--- config.mk ---
export PLATFORM = sky130hd
export DESIGN_NAME = ibo_slot_ctrl
export DESIGN_NICKNAME = d
export VERILOG_FILES = /design/src/ibo_pkg.sv /design/src/ibo_slot_ctrl.sv /design/src/ibo_sync2.sv
export SDC_FILE = /design/constraint.sdc
export NUM_CORES = 1
export LEC_CHECK = 0
export ABC_CLOCK_PERIOD_IN_PS = 4000
export CAP_MARGIN = 15
export CORE_MARGIN = 3
export CORE_UTILIZATION = 60
export DETAILED_ROUTE_END_ITERATION = 10
export DONT_BUFFER_PORTS = 1
export PLACE_DENSITY = 0.86
export SETUP_SLACK_MARGIN = 0.5
export SYNTH_ARGS = -nofsm -noshare
export SYNTH_HDL_FRONTEND = slang
export SYNTH_SLANG_ARGS = --single-unit
--- constraint.sdc ---
create_clock -name clock_i -period 4 [get_ports clock_i]
set_input_delay 0.8 -clock clock_i [delete_from_list [all_inputs] [get_ports clock_i]]
set_output_delay 0.8 -clock clock_i [all_outputs]
set_load 0.01 [all_outputs]
--- src/ibo_pkg.sv ---
// shared constants and types of the interleaved pcm bus slot control
// assumes a single 200 MHz system clock domain inside the framer
package ibo_pkg;

    // ----------------------------------------------------------------
    // register map
    // ----------------------------------------------------------------
    localparam logic [11:0] TX_INTERLEAVE_BUS_CONTROL_OFS = 12'h188;
    localparam logic [7:0] TX_INTERLEAVE_BUS_CONTROL_RST = 8'h00;
    localparam int SLOT_POSITION_LSB = 0;
    localparam int INTERLEAVE_ON_BIT = 3;
    localparam int INTERLEAVE_TYPE_BIT = 4;
    localparam int BUS_SIZE_LSB = 5;

    // ----------------------------------------------------------------
    // bus size codes and rates
    // ----------------------------------------------------------------
    localparam logic [1:0] BUS_SIZE_2 = 2'h0;
    localparam logic [1:0] BUS_SIZE_4 = 2'h1;
    localparam logic [1:0] BUS_SIZE_8 = 2'h2;
    localparam logic [1:0] BUS_SIZE_RSVD = 2'h3;
    localparam int BUS_RATE_2_KHZ = 4096;
    localparam int BUS_RATE_4_KHZ = 8192;
    localparam int BUS_RATE_8_KHZ = 16384;
    localparam int FSYNC_RATE_KHZ = 8;
    // bits of one stream per 125 us frame
    localparam int STREAM_FRAME_BITS = BUS_RATE_2_KHZ / FSYNC_RATE_KHZ / 2;
    localparam logic [10:0] LAST_BIT_2 = 11'(BUS_RATE_2_KHZ / FSYNC_RATE_KHZ - 1);
    localparam logic [10:0] LAST_BIT_4 = 11'(BUS_RATE_4_KHZ / FSYNC_RATE_KHZ - 1);
    localparam logic [10:0] LAST_BIT_8 = 11'(BUS_RATE_8_KHZ / FSYNC_RATE_KHZ - 1);
    localparam logic [2:0] SLOT_MASK_2 = 3'h1;
    localparam logic [2:0] SLOT_MASK_4 = 3'h3;
    localparam logic [2:0] SLOT_MASK_8 = 3'h7;
    localparam int CHAN_SHIFT = 3;
    localparam int FRAME_SHIFT = 8;

    typedef enum logic {
        CHANNEL_INTERLEAVE = 1'b0,
        FRAME_INTERLEAVE = 1'b1
    } interleave_type_e;

    typedef struct packed {
        logic [1:0] bus_size_sel;
        interleave_type_e interleave_type_sel;
        logic interleave_on;
        logic [2:0] slot_position_sel;
    } ibo_ctrl_s;

    typedef struct packed {
        logic [11:0] addr;
        logic wr;
        logic rd;
        logic [7:0] wdata;
    } cpu_req_s;

endpackage : ibo_pkg

--- src/ibo_slot_ctrl.sv ---
// interleaved pcm bus slot control for one framer
// assumes bus clock, frame sync and bus data in arrive asynchronously on pins;
// the local stream bit comes from the receive elastic store on clock_i
// Behaviour
// - bus carries two, four or eight streams at 4.096, 8.192, 16.384 MHz
// - each framer on the bus owns a slot position no other framer has
// - frame sync comes from backplane or from the first-position framer
// - framer waits for its slot after frame sync before driving or sampling
// - channel interleave: one channel per framer in turn, whole frame
// - channel interleave tolerates asynchronous framers; elastic stores absorb slips
// - low-active output enable marks bus-active times
// - frame interleave: one whole frame per framer in turn
// - three-bit slot field, binary, zero is first, seven is eighth
// - control bit enables interleaved operation when one
// - mode bit: zero channel interleave, one frame interleave
// - bus size field 00 two, 01 four, 10 eight, 11 reserved
`timescale 1ns/1ps
`default_nettype none
module ibo_slot_ctrl (
    input wire logic clock_i,
    input wire logic srst_i,
    input wire ibo_pkg::cpu_req_s cpu_req_i,
    output logic [7:0] cpu_rdata_o,
    input wire logic fsync_source_i,
    input wire logic bus_clk_i,
    input wire logic fsync_i,
    output logic fsync_o,
    output logic fsync_oe_o,
    input wire logic bus_data_i,
    output logic bus_data_o,
    output logic bus_data_oe_o,
    output logic bus_drive_enable_n_o,
    input wire logic stream_bit_i,
    output logic stream_pull_o,
    output logic rx_bit_o,
    output logic rx_valid_o
);
    // ----------------------------------------------------------------
    // pin synchronisers
    // ----------------------------------------------------------------
    logic [2:0] pins_s;
    logic bus_clk_s;
    logic fsync_s;
    logic bus_din_s;
    logic bus_clk_d_r;
    logic fsync_d_r;
    logic clk_rise;
    logic clk_fall;
    logic fsync_rise;

    ibo_sync2 #(.WIDTH(3)) u_sync (
        .clock_i(clock_i),
        .srst_i(srst_i),
        .async_i({bus_data_i, fsync_i, bus_clk_i}),
        .sync_o(pins_s)
    );

    assign bus_clk_s = pins_s[0];
    assign fsync_s = pins_s[1];
    assign bus_din_s = pins_s[2];

    always_ff @(posedge clock_i) begin
        if (srst_i) begin
            bus_clk_d_r <= 1'b0;
            fsync_d_r <= 1'b0;
        end else begin
            bus_clk_d_r <= bus_clk_s;
            fsync_d_r <= fsync_s;
        end
    end

    assign clk_rise = bus_clk_s & ~bus_clk_d_r;
    assign clk_fall = ~bus_clk_s & bus_clk_d_r;
    assign fsync_rise = fsync_s & ~fsync_d_r;

    // ----------------------------------------------------------------
    // control register
    // ----------------------------------------------------------------
    ibo_pkg::ibo_ctrl_s ctrl_r;
    logic reg_hit;

    assign reg_hit = (cpu_req_i.addr == ibo_pkg::TX_INTERLEAVE_BUS_CONTROL_OFS);

    always_ff @(posedge clock_i) begin
        if (srst_i) begin
            ctrl_r <= ibo_pkg::ibo_ctrl_s'(ibo_pkg::TX_INTERLEAVE_BUS_CONTROL_RST[6:0]);
        end else if (cpu_req_i.wr && reg_hit) begin
            // top bit is not stored; it reads back as zero
            ctrl_r <= ibo_pkg::ibo_ctrl_s'(cpu_req_i.wdata[6:0]);
        end
    end

    always_ff @(posedge clock_i) begin
        if (srst_i) begin
            cpu_rdata_o <= 8'h00;
        end else if (cpu_req_i.rd) begin
            cpu_rdata_o <= reg_hit ? {1'b0, ctrl_r} : 8'h00;
        end
    end

    // ----------------------------------------------------------------
    // bus geometry
    // ----------------------------------------------------------------
    logic [10:0] last_bit;
    logic [2:0] slot_mask;
    logic size_ok;

    always_comb begin
        last_bit = ibo_pkg::LAST_BIT_2;
        slot_mask = ibo_pkg::SLOT_MASK_2;
        size_ok = 1'b1;
        case (ctrl_r.bus_size_sel)
            ibo_pkg::BUS_SIZE_2: begin
                last_bit = ibo_pkg::LAST_BIT_2;
                slot_mask = ibo_pkg::SLOT_MASK_2;
            end
            ibo_pkg::BUS_SIZE_4: begin
                last_bit = ibo_pkg::LAST_BIT_4;
                slot_mask = ibo_pkg::SLOT_MASK_4;
            end
            ibo_pkg::BUS_SIZE_8: begin
                last_bit = ibo_pkg::LAST_BIT_8;
                slot_mask = ibo_pkg::SLOT_MASK_8;
            end
            default: begin
                // reserved code keeps the framer off the bus
                size_ok = 1'b0;
            end
        endcase
    end

    // ----------------------------------------------------------------
    // bit position within the bus frame
    // ----------------------------------------------------------------
    logic [10:0] bit_cnt_r;
    logic run;

    assign run = ctrl_r.interleave_on & size_ok;

    // each frame sync realigns the count unless fsync_source_i is set, so a slipping framer only ever
    // loses or repeats whole frames inside its elastic store
    always_ff @(posedge clock_i) begin
        if (srst_i) begin
            bit_cnt_r <= 11'h000;
        end else if (!run) begin
            bit_cnt_r <= 11'h000;
        end else if (!fsync_source_i && fsync_rise) begin
            bit_cnt_r <= 11'h000;
        end else if (clk_rise) begin
            bit_cnt_r <= (bit_cnt_r >= last_bit) ? 11'h000 : bit_cnt_r + 11'h001;
        end
    end

    // ----------------------------------------------------------------
    // slot decode
    // ----------------------------------------------------------------
    logic [2:0] cur_slot;
    logic my_slot;

    always_comb begin
        if (ctrl_r.interleave_type_sel == ibo_pkg::FRAME_INTERLEAVE) begin
            cur_slot = bit_cnt_r[ibo_pkg::FRAME_SHIFT +: 3] & slot_mask;
        end else begin
            cur_slot = bit_cnt_r[ibo_pkg::CHAN_SHIFT +: 3] & slot_mask;
        end
    end

    // a position equal to no slot value simply never drives
    assign my_slot = run && (cur_slot == ctrl_r.slot_position_sel);

    // ----------------------------------------------------------------
    // bus drive, output enable and local stream pull
    // ----------------------------------------------------------------
    always_ff @(posedge clock_i) begin
        if (srst_i) begin
            bus_drive_enable_n_o <= 1'b1;
            bus_data_oe_o <= 1'b0;
            bus_data_o <= 1'b0;
            stream_pull_o <= 1'b0;
        end else if (!run) begin
            bus_drive_enable_n_o <= 1'b1;
            bus_data_oe_o <= 1'b0;
            bus_data_o <= 1'b0;
            stream_pull_o <= 1'b0;
        end else begin
            stream_pull_o <= clk_rise && my_slot;
            if (clk_rise) begin
                bus_drive_enable_n_o <= ~my_slot;
                bus_data_oe_o <= my_slot;
                bus_data_o <= my_slot ? stream_bit_i : 1'b0;
            end
        end
    end

    // ----------------------------------------------------------------
    // sampling of the shared bus in our own slot
    // ----------------------------------------------------------------
    always_ff @(posedge clock_i) begin
        if (srst_i) begin
            rx_bit_o <= 1'b0;
            rx_valid_o <= 1'b0;
        end else begin
            rx_valid_o <= clk_fall && !bus_drive_enable_n_o && run;
            if (clk_fall && !bus_drive_enable_n_o && run) begin
                rx_bit_o <= bus_din_s;
            end
        end
    end

    // ----------------------------------------------------------------
    // frame sync generation for the first-position source
    // ----------------------------------------------------------------
    always_ff @(posedge clock_i) begin
        if (srst_i) begin
            fsync_oe_o <= 1'b0;
            fsync_o <= 1'b0;
        end else begin
            fsync_oe_o <= run && fsync_source_i;
            if (!(run && fsync_source_i)) begin
                fsync_o <= 1'b0;
            end else if (clk_rise) begin
                fsync_o <= (bit_cnt_r == 11'h000);
            end
        end
    end

    // ----------------------------------------------------------------
    // checks
    // ----------------------------------------------------------------
    AST_OE_OFF_DISABLED: assert property (@(posedge clock_i) disable iff (srst_i)
        !ctrl_r.interleave_on |=> bus_drive_enable_n_o && !bus_data_oe_o)
        else $error("bus enable active while interleave is off");

    AST_OE_PAIR: assert property (@(posedge clock_i) disable iff (srst_i)
        bus_drive_enable_n_o == !bus_data_oe_o)
        else $error("output enable and drive disagree");

    AST_CHAN_SLOT: assert property (@(posedge clock_i) disable iff (srst_i)
        (clk_rise && run && ctrl_r.interleave_type_sel == ibo_pkg::CHANNEL_INTERLEAVE)
        |=> (!bus_drive_enable_n_o ==
             ((($past(bit_cnt_r) >> 3) & 11'($past(slot_mask)))
              == 11'($past(ctrl_r.slot_position_sel)))))
        else $error("channel slot drive mismatch");

    AST_FRAME_SLOT: assert property (@(posedge clock_i) disable iff (srst_i)
        (clk_rise && run && ctrl_r.interleave_type_sel == ibo_pkg::FRAME_INTERLEAVE)
        |=> (!bus_drive_enable_n_o ==
             ((($past(bit_cnt_r) >> 8) & 11'($past(slot_mask)))
              == 11'($past(ctrl_r.slot_position_sel)))))
        else $error("frame slot drive mismatch");

    AST_WRITE_FIELDS: assert property (@(posedge clock_i) disable iff (srst_i)
        (cpu_req_i.wr && reg_hit) |=>
        ctrl_r.slot_position_sel == $past(cpu_req_i.wdata[2:0])
        && ctrl_r.interleave_on == $past(cpu_req_i.wdata[3])
        && ctrl_r.bus_size_sel == $past(cpu_req_i.wdata[6:5]))
        else $error("control write not stored");

    AST_TYPE_BIT: assert property (@(posedge clock_i) disable iff (srst_i)
        (cpu_req_i.wr && reg_hit) |=>
        (ctrl_r.interleave_type_sel == ibo_pkg::FRAME_INTERLEAVE) == $past(cpu_req_i.wdata[4]))
        else $error("interleave type bit not stored");

    AST_SIZE_RSVD: assert property (@(posedge clock_i) disable iff (srst_i)
        (ctrl_r.bus_size_sel == ibo_pkg::BUS_SIZE_RSVD) [*2] |-> bus_drive_enable_n_o)
        else $error("reserved bus size drives the bus");

    AST_CNT_RANGE: assert property (@(posedge clock_i) disable iff (srst_i)
        run |-> bit_cnt_r <= ibo_pkg::LAST_BIT_8)
        else $error("bit count outside bus frame");

    AST_CNT_WRAP: assert property (@(posedge clock_i) disable iff (srst_i)
        (run && clk_rise && bit_cnt_r == last_bit && !(fsync_rise && !fsync_source_i))
        |=> bit_cnt_r == 11'h000)
        else $error("bit count did not wrap at end of bus frame");

    AST_FSYNC_DRIVER: assert property (@(posedge clock_i) disable iff (srst_i)
        fsync_oe_o |-> $past(fsync_source_i) && $past(run))
        else $error("frame sync driven by non-source");

    AST_ON_BIT: assert property (@(posedge clock_i) disable iff (srst_i)
        $rose(run) |-> bit_cnt_r == 11'h000 ##1 bus_drive_enable_n_o || !$past(clk_rise))
        else $error("enable did not start from bit zero");
endmodule : ibo_slot_ctrl
`default_nettype wire

--- src/ibo_sync2.sv ---
// two-flop synchroniser for pins from outside the system clock domain
// assumes each bit is a slow level; no bus coherency between bits
`timescale 1ns/1ps
`default_nettype none
module ibo_sync2 #(
    parameter int WIDTH = 1
) (
    input wire logic clock_i,
    input wire logic srst_i,
    input wire logic [WIDTH-1:0] async_i,
    output logic [WIDTH-1:0] sync_o
);
    logic [WIDTH-1:0] meta_r;

    always_ff @(posedge clock_i) begin
        if (srst_i) begin
            meta_r <= '0;
            sync_o <= '0;
        end else begin
            meta_r <= async_i;
            sync_o <= meta_r;
        end
    end
endmodule : ibo_sync2
`default_nettype wire

==> flow_summary.yaml, run 1 <==
sta:
  finalWorstPathRequiredPeriod_ns: 1.89
  timing_max_transition_violations_final: 0
  period_share_pct: 47.2
  hold_viol: 0
  tns_ns: 0
  achievable-frequency_ghz: 0.530
  hold_ws_ns: 0.451
  finClkSkew_ns: 0.00505
  unrepaired_setup_endpoints_after_global_routing: "no"
  report.final.setup_viol: 0
grt:
  grt_start_max_net_pins: 26
  grt_use_total_pct: 20.4
  grt_pass1_vias: 1273
  global_route_wire_length_before_repair_mm: 5.56
  antenna_found_initial: 0
  globalRouteOverflowTotal: 0
cts:
  cts_made_buffers: 5
  tritoncts_clock_tree: "yes"
  path_clk_slew_ns: 0.11
  cts.sink_count: 41
  h-tree-depth: 2
  clock_tree.root_cell: "sky130_fd_sc_hd__clkbuf_4"
  cts_max_path_buffers: 2
  post_cts.repair.setup_buffers: 0
  cts_repair_resize_count: 0
  cts_hold_repair_buffers: 0
  clock_insertion_delay_worst_skew_ns: 0.33
die:
  full_die_area_sq_um: 3600
  floorplan.initialDensity_pct: 67.0
  floorplan_row_count: 18
  ios: 45
  dieHeight_microns: 60.0
  fp.dieW_microns: 60.0
  core_sq_um: 2610
power_and_ir_drop:
  power_per_cell_area_nw_per_um2: 365
  total_power_mw: 0.666
  vdd.ir_drop.worst_mv: 0.357
  power_leakage_nw: 0.673
worst_setup_path:
  timing.setup.critical_path_class: "reg -> reg"
  worstSetupStartpointType: "flop"
  worst_path_maximum_fanout: 9
  timing.critical_path.to_type: "flop"
  worst_ep_arrival_time_ns: 2.11
  cp_data_required_time_ns: 4.22
yosys:
  synth_largest_type_area_fraction_pct: 46.9
  area_contributors_post_synth: "sky130_fd_sc_hd__dfxtp_1 47%, sky130_fd_sc_hd__nor2_1 6.7%, sky130_fd_sc_hd__mux2i_1 6.3%, sky130_fd_sc_hd__nor2b_1 6.1%, sky130_fd_sc_hd__ha_1 4.3%"
  synth-seq-area-share_pct: 46.9
  synthCells: 190
  syn_nets: 225
  post_synthesis_area_per_instance_sq_um: 9.21
  post-synth-top-area-cell: "sky130_fd_sc_hd__dfxtp_1"
  ys_warn_count: 0
  syn_area_sq_um: 1750
  synthDistinctLibCells: 35
  synth.ff_latch_count: 41
routing:
  sum_of_routed_wire_segments_on_met1_mm: 1.38
  wl_mm: 3.30
  routed_via_density: 5.77
  antenna_violating_nets_post_route: 0
  routed_via_count: 1275
  detail_route.iter0.violations: 70
  top_layer: "met4"
  wl_per_cell_microns: 14.9
  drtPass1Iterations: 4
  routed-wl-met2_mm: 1.65
  detail_route.drc_violations: 0
  met3_wire_length_microns: 225
outcome:
  run_status: "finished, final reports clean"
final_layout:
  layout_cells_sized_above_1_pct: 5.24
  num-nets-final: 226
  num-fill-cells: 216
  insertedDiodeCount: 0
  multi_input_area_sq_um: 868
  finish.cell_count_without_fillers: 221
  area_growth_pct: 4.36
  sequential_cell_area_sq_um: 821
run:
  cap_viol_max_count: 0
worst_hold_path:
  holdCritPathClass: "reg -> reg"
placed_design:
  numPlacedInstances: 214
  dpl.hpwl_mm: 2.59
  gp_routability_congestion: 0.808
  port_buffers: 0
[cell families after synthesis]
group	Yosys count	synth area share [%]
simple gates	88	26.5
compound gates	19	6.87
buf+inv	13	3.43
fa+ha+maj	6	4.29
other cells	1	0.214
xor+xnor	11	5.51
mux	11	6.29
flops	41	46.9
[sequential cells by signal, indices dropped and copies added, names as in the netlist]
name                  flops
rx_bit_o                  1
bus_drive_enable_n_o      1
fsync_o                   1
fsync_oe_o                1
cpu_rdata_o               7
bus_data_oe_o             1
bit_cnt_r                11
bus_data_o                1
stream_pull_o             1
u_sync.meta_r             3
fsync_d_r                 1
u_sync.sync_o             3
bus_clk_d_r               1
rx_valid_o                1
ctrl_r                    7
[power breakdown]
group / switching [mW] / total [mW] / internal [mW] / leakage (nW)
combinational: 0.00337 / 0.00724 / 0.00386 / 0.300
sequential: 0.00152 / 0.413 / 0.411 / 0.332
clock: 0.119 / 0.246 / 0.127 / 0.0410
[synthesized netlist by cell type]
master                     instances
sky130_fd_sc_hd__o21a_1            1
sky130_fd_sc_hd__o31ai_2           1
sky130_fd_sc_hd__nand4b_1          1
sky130_fd_sc_hd__a21o_1            2
sky130_fd_sc_hd__nand2_1          12
sky130_fd_sc_hd__conb_1            1
sky130_fd_sc_hd__a21oi_1          11
sky130_fd_sc_hd__and4b_1           1
sky130_fd_sc_hd__nand3_1           4
sky130_fd_sc_hd__nor4_1            5
sky130_fd_sc_hd__nor3b_2           1
sky130_fd_sc_hd__dfxtp_1          41
sky130_fd_sc_hd__nor2_1           31
sky130_fd_sc_hd__xnor2_1           8
sky130_fd_sc_hd__and4_1            1
sky130_fd_sc_hd__nand3b_1          1
sky130_fd_sc_hd__o22a_1            1
sky130_fd_sc_hd__nor4bb_1          1
sky130_fd_sc_hd__and2_1            1
sky130_fd_sc_hd__inv_1             7
sky130_fd_sc_hd__ha_1              6
sky130_fd_sc_hd__buf_4             1
sky130_fd_sc_hd__a21boi_0          1
sky130_fd_sc_hd__mux2i_1          11
sky130_fd_sc_hd__o221ai_1          1
sky130_fd_sc_hd__buf_6             1
sky130_fd_sc_hd__nor4b_1           2
sky130_fd_sc_hd__clkbuf_1          4
sky130_fd_sc_hd__or4_4             1
sky130_fd_sc_hd__nor3_1            4
sky130_fd_sc_hd__xor2_1            3
sky130_fd_sc_hd__nand4_1           3
sky130_fd_sc_hd__nand2b_1          2
sky130_fd_sc_hd__nor2b_1          17
sky130_fd_sc_hd__o21ai_1           1
[worst max-delay path, cell delays in order (launching register included)]
cell                      delay, ns
sky130_fd_sc_hd__dfxtp_1       0.39
sky130_fd_sc_hd__inv_1         0.06
sky130_fd_sc_hd__ha_1          0.33
sky130_fd_sc_hd__ha_1          0.29
sky130_fd_sc_hd__nand2_1       0.05
sky130_fd_sc_hd__nor3_1        0.22
sky130_fd_sc_hd__a21o_1        0.34
sky130_fd_sc_hd__nor2_1        0.10
[through the flow]
| stage | utilization, % | setup WS, ns | cell area (sq um) |
|---|---|---|---|
| after floorplan | - | 2.08 | 1750 |
| after global placement | 67.1 | 1.97 | 1750 |
| after detailed placement | 67.1 | 1.92 | 1750 |
| after CTS | 69.9 | 2.14 | 1830 |
| after global routing | 69.9 | 1.97 | 1830 |
| final | 69.9 | 2.11 | 1830 |
[placed cells by master, fill, tap and decap left out, types with 2 or more instances in the layout]
| cell | netlist | routed |
|---|---|---|
| sky130_fd_sc_hd__nor4_1 | 5 | 5 |
| sky130_fd_sc_hd__xor2_1 | 3 | 3 |
| sky130_fd_sc_hd__xnor2_1 | 8 | 8 |
| sky130_fd_sc_hd__nand4_1 | 3 | 3 |
| sky130_fd_sc_hd__ha_1 | 6 | 6 |
| sky130_fd_sc_hd__a21o_1 | 2 | 2 |
| sky130_fd_sc_hd__nand2b_1 | 2 | 2 |
| sky130_fd_sc_hd__clkbuf_4 | 0 | 5 |
| sky130_fd_sc_hd__mux2i_1 | 11 | 11 |
| sky130_fd_sc_hd__nand3_1 | 4 | 4 |
| sky130_fd_sc_hd__a21oi_1 | 11 | 11 |
| sky130_fd_sc_hd__nor3_1 | 4 | 4 |
| sky130_fd_sc_hd__inv_1 | 7 | 7 |
| sky130_fd_sc_hd__nand2_1 | 12 | 12 |
| sky130_fd_sc_hd__dfxtp_1 | 41 | 41 |
| sky130_fd_sc_hd__nor2_1 | 31 | 31 |
| sky130_fd_sc_hd__nor4b_1 | 2 | 2 |
| sky130_fd_sc_hd__nor2b_1 | 17 | 17 |
[final timing paths]
check | startpoint | slack [ns] | endpoint | cells after the start
min | u_sync.meta_r[2] | 0.45 | u_sync.sync_o[2] | 1
max reg2reg | ctrl_r[5] | 2.11 | bit_cnt_r[5] | 7
max | ctrl_r[5] | 2.11 | bit_cnt_r[5] | 7
min reg2reg | u_sync.meta_r[2] | 0.45 | u_sync.sync_o[2] | 1
[routing by layer]
metal / up-vias / track usage (%)
li1: 638 / -
met1: 581 / 24.6
met2: 51 / 34.0
met3: 5 / 6.70
met4: 0 / 6.96
met5: - / 0
[layout make-up]
class                   count  area share (%)
flip-flops and latches     41            45.0
inverters                   7            1.44
well taps                  30            2.06
clock buffers               5            2.06
multi-input cells         136            47.6
clock inverters             2            1.92
Power figures use the tool's default switching activity.
==> run 2, diff against run 1 <==
--- a/config.mk
+++ b/config.mk
@@ -5,13 +5,14 @@
 export SDC_FILE = /design/constraint.sdc
 export NUM_CORES = 1
 export LEC_CHECK = 0
-export ABC_CLOCK_PERIOD_IN_PS = 4000
+export ABC_AREA = 1
+export ABC_CLOCK_PERIOD_IN_PS = 1700
 export CAP_MARGIN = 15
 export CORE_MARGIN = 3
-export CORE_UTILIZATION = 60
+export CORE_UTILIZATION = 56
 export DETAILED_ROUTE_END_ITERATION = 10
 export DONT_BUFFER_PORTS = 1
-export PLACE_DENSITY = 0.86
+export PLACE_DENSITY = 0.84
 export SETUP_SLACK_MARGIN = 0.5
 export SYNTH_ARGS = -nofsm -noshare
 export SYNTH_HDL_FRONTEND = slang
==> constraint.sdc (replaced) <==
create_clock -name clock_i -period 1.7 [get_ports clock_i]
set_input_delay 0.34 -clock clock_i [delete_from_list [all_inputs] [get_ports clock_i]]
set_output_delay 0.34 -clock clock_i [all_outputs]
set_load 0.01 [all_outputs]
==> run 2 against run 1 <==
  * Sequential share of layout area fell by 9.6 points
  * Count of clock-buffer cells in the layout did not move
  * Core utilization fell by 1.6 points
  * Synthesized area rose by 17%
  * Critical endpoint is now bit_cnt_r[10]
  * Non-clock buffer count rose by 10
  * Highest routed layer unchanged
==> flow_summary.yaml, run 2 <==
grt:
  grt_use_total_pct: 21.0
  grt_pass1_vias: 1641
  global_route_wire_length_before_repair_mm: 7.00
  grt_start_max_net_pins: 17
  globalRouteOverflowTotal: 0
  antenna_found_initial: 0
power_and_ir_drop:
  vdd.ir_drop.worst_mv: 0.518
  power_per_cell_area_nw_per_um2: 703
  netSwitchingPower_mw: 0.347
  power_share_of_the_sequential_group_pct: 60.2
  swShare_pct: 21.2
  combinational_group_share_of_total_power_pct: 3.4
  power.clock.fraction_pct: 36.5
  p_int_mw: 1.29
  power_leakage_nw: 0.992
  total_power_mw: 1.64
final_layout:
  layout_common_cells: "49 x sky130_fd_sc_hd__nand2_1, 45 x sky130_fd_sc_hd__inv_1, 45 x sky130_fd_sc_hd__nor2_1"
  biggest_registers_after_layout: "bit_cnt_r: 11 flops, cpu_rdata_o: 7 flops, ctrl_r: 7 flops"
  num-nets-final: 340
  largest_register: "bit_cnt_r"
  most_common_cell_after_layout_fill_and_taps_aside: "sky130_fd_sc_hd__nand2_1"
  area_growth_pct: 14.3
  num-fill-cells: 272
  largest_register_ff_count: 11
  layout_cells_sized_above_1_pct: 17.4
  insertedDiodeCount: 0
yosys:
  syn_nets: 329
  ys_warn_count: 0
  synth.most_common_cell: "sky130_fd_sc_hd__nand2_1"
  synth_enable_flop_cells: 0
  synthDistinctLibCells: 29
  synth.ff_latch_count: 41
  synthFlopType: "sky130_fd_sc_hd__dfxtp_1"
  post-synth-top-area-cell: "sky130_fd_sc_hd__dfxtp_1"
  synthCells: 294
  async_reset_ff_share_pct: 0
  syn_area_sq_um: 2040
  ys_top_cells_by_count: "52 x sky130_fd_sc_hd__nand2_1, 51 x sky130_fd_sc_hd__inv_1, 48 x sky130_fd_sc_hd__nor2_1, 41 x sky130_fd_sc_hd__dfxtp_1, 20 x sky130_fd_sc_hd__nand3_1"
  synth_largest_type_area_fraction_pct: 40.2
  post_synthesis_area_per_instance_sq_um: 6.94
  area_contributors_post_synth: "sky130_fd_sc_hd__dfxtp_1 40%, sky130_fd_sc_hd__nand2_1 9.6%, sky130_fd_sc_hd__inv_1 9.4%, sky130_fd_sc_hd__nor2_1 8.8%, sky130_fd_sc_hd__nand3_1 4.9%"
  synth-seq-area-share_pct: 40.2
routing:
  wl_per_cell_microns: 13.2
  detail_route.iter0.violations: 134
  antenna_violating_nets_post_route: 0
  detail_route.drc_violations: 0
  drtPass1Iterations: 4
  routed_via_density: 5.24
  wl_mm: 4.63
  routed_via_count: 1838
cts:
  h-tree-depth: 2
  cts_hold_repair_buffers: 0
  cts.sink_count: 41
  clock_insertion_delay_worst_skew_ns: 0.35
  cts_made_buffers: 5
  path_clk_slew_ns: 0.12
  cts_max_path_buffers: 2
  clock_tree.root_cell: "sky130_fd_sc_hd__clkbuf_4"
  tritoncts_clock_tree: "yes"
worst_setup_path:
  worst_ep_arrival_time_ns: 1.86
  timing.setup.critical_path_class: "reg -> reg"
  timing.critical_path.to_type: "flop"
  worst_path_maximum_fanout: 5
  cp_data_required_time_ns: 1.95
  worstSetupStartpointType: "flop"
die:
  floorplan.initialDensity_pct: 59.7
  ios: 45
  floorplan_row_count: 21
  full_die_area_sq_um: 4400
  dieHeight_microns: 66.4
  fp.dieW_microns: 66.4
  core_sq_um: 3420
placed_design:
  dpl.hpwl_mm: 2.88
  port_buffers: 0
  detailedPlace.worstSlack_ns: -0.00503
  gp_routability_congestion: 0.924
sta:
  period_share_pct: 94.2
  finalWorstPathRequiredPeriod_ns: 1.60
  achievable-frequency_ghz: 0.624
  unrepaired_setup_endpoints_after_global_routing: "yes"
  finClkSkew_ns: 0.00933
  timing_max_transition_violations_final: 0
  report.final.setup_viol: 0
  setup_ws_ns: 0.0985
  hold_viol: 0
outcome:
  run_status: "finished, final reports clean"
run:
  cap_viol_max_count: 0
worst_hold_path:
  holdCritPathClass: "in -> reg"
run 2: power by group through the flow:
stage	clock network, mW	registers, mW	logic [mW]
2_1_floorplan	0	1.01	0.0568
3_3_place_gp	0	1.01	0.0515
3_5_place_dp	0	1.01	0.0535
4_1_cts	0.605	0.988	0.0543
6_report	0.599	0.987	0.0551
5_1_grt	0.652	0.989	0.0647
run 2: path summary, 6_finish.rpt:
kind | depth (start not counted) | slack, ns | startpoint | to
worst max register to register | 10 | 0.1 | ctrl_r[5] | bit_cnt_r[10]
worst min-delay path | 1 | 0.04 | srst_i | u_sync.meta_r[1]
worst min register to register | 2 | 0.43 | u_sync.meta_r[2] | u_sync.sync_o[2]
worst max-delay path | 10 | 0.1 | ctrl_r[5] | bit_cnt_r[10]
run 2: per-layer routing:
layer	up-vias	track usage [%]	share of wire, %
li1	939	-	-
met2	58	35.6	52
met1	834	24.4	41
met4	0	10.7	1.9
met3	7	5.10	5.0
met5	-	0	0
run 2: per-stage QoR:
| step | setup TNS [ns] | cells | hold slack [ns] | utilization [%] | area [sq um] |
|---|---|---|---|---|---|
| 6_report | 0 | 351 | 0.0410 | 68.3 | 2330 |
| 5_1_grt | 0 | 351 | 0.0109 | 68.3 | 2330 |
| 4_1_cts | 0 | 346 | 0.0314 | 65.3 | 2230 |
| 3_5_place_dp | -0.00503 | 336 | 0.398 | 60.7 | 2070 |
| 3_3_place_gp | 0 | 336 | 0.390 | 60.7 | 2070 |
| 2_1_floorplan | 0 | 294 | 0.388 | - | 2040 |
run 2: critical path, stage by stage (launching register included):
cell and delay (ns):
sky130_fd_sc_hd__dfxtp_2 0.36, sky130_fd_sc_hd__inv_2 0.04, sky130_fd_sc_hd__ha_4 0.22, sky130_fd_sc_hd__ha_4 0.27, sky130_fd_sc_hd__nand2_4 0.05, sky130_fd_sc_hd__nor3_2 0.13, sky130_fd_sc_hd__nand2_1 0.08, sky130_fd_sc_hd__nand2_1 0.08
sky130_fd_sc_hd__nand2_2 0.10, sky130_fd_sc_hd__nand2_4 0.13, sky130_fd_sc_hd__nor2_1 0.06
run 2: what timing repair did:
action / in CTS / in global routing
resized for setup: 14 / 20
pin swaps: 9 / 10
cloned: 1 / 0
setup buffers: 2 / 5
setup endpoints to repair: 16 / 18
run 2: kinds of logic after synthesis:
family                   Yosys count  synth area share, %
AO/OA/AOI/OAI                     24                 5.89
XOR/XNOR                           5                 2.15
adder cells (fa/ha/maj)            6                 3.68
buffers and inverters             61                 12.4
flip-flops                        41                 40.2
other                              1                0.184
AND/OR/NAND/NOR                  156                 35.4
run 2: layout make-up:
cell class | count | area, sq um | area share [%]
Inverter | 54 | 209 | 8.95
Sequential cell | 41 | 826 | 35.4
Timing Repair Buffer | 10 | 86.3 | 3.70
Multi-Input combinational cell | 193 | 1080 | 46.4
Tap cell | 46 | 57.6 | 2.47
Clock buffer | 5 | 37.5 | 1.61
Clock inverter | 2 | 35.0 | 1.50
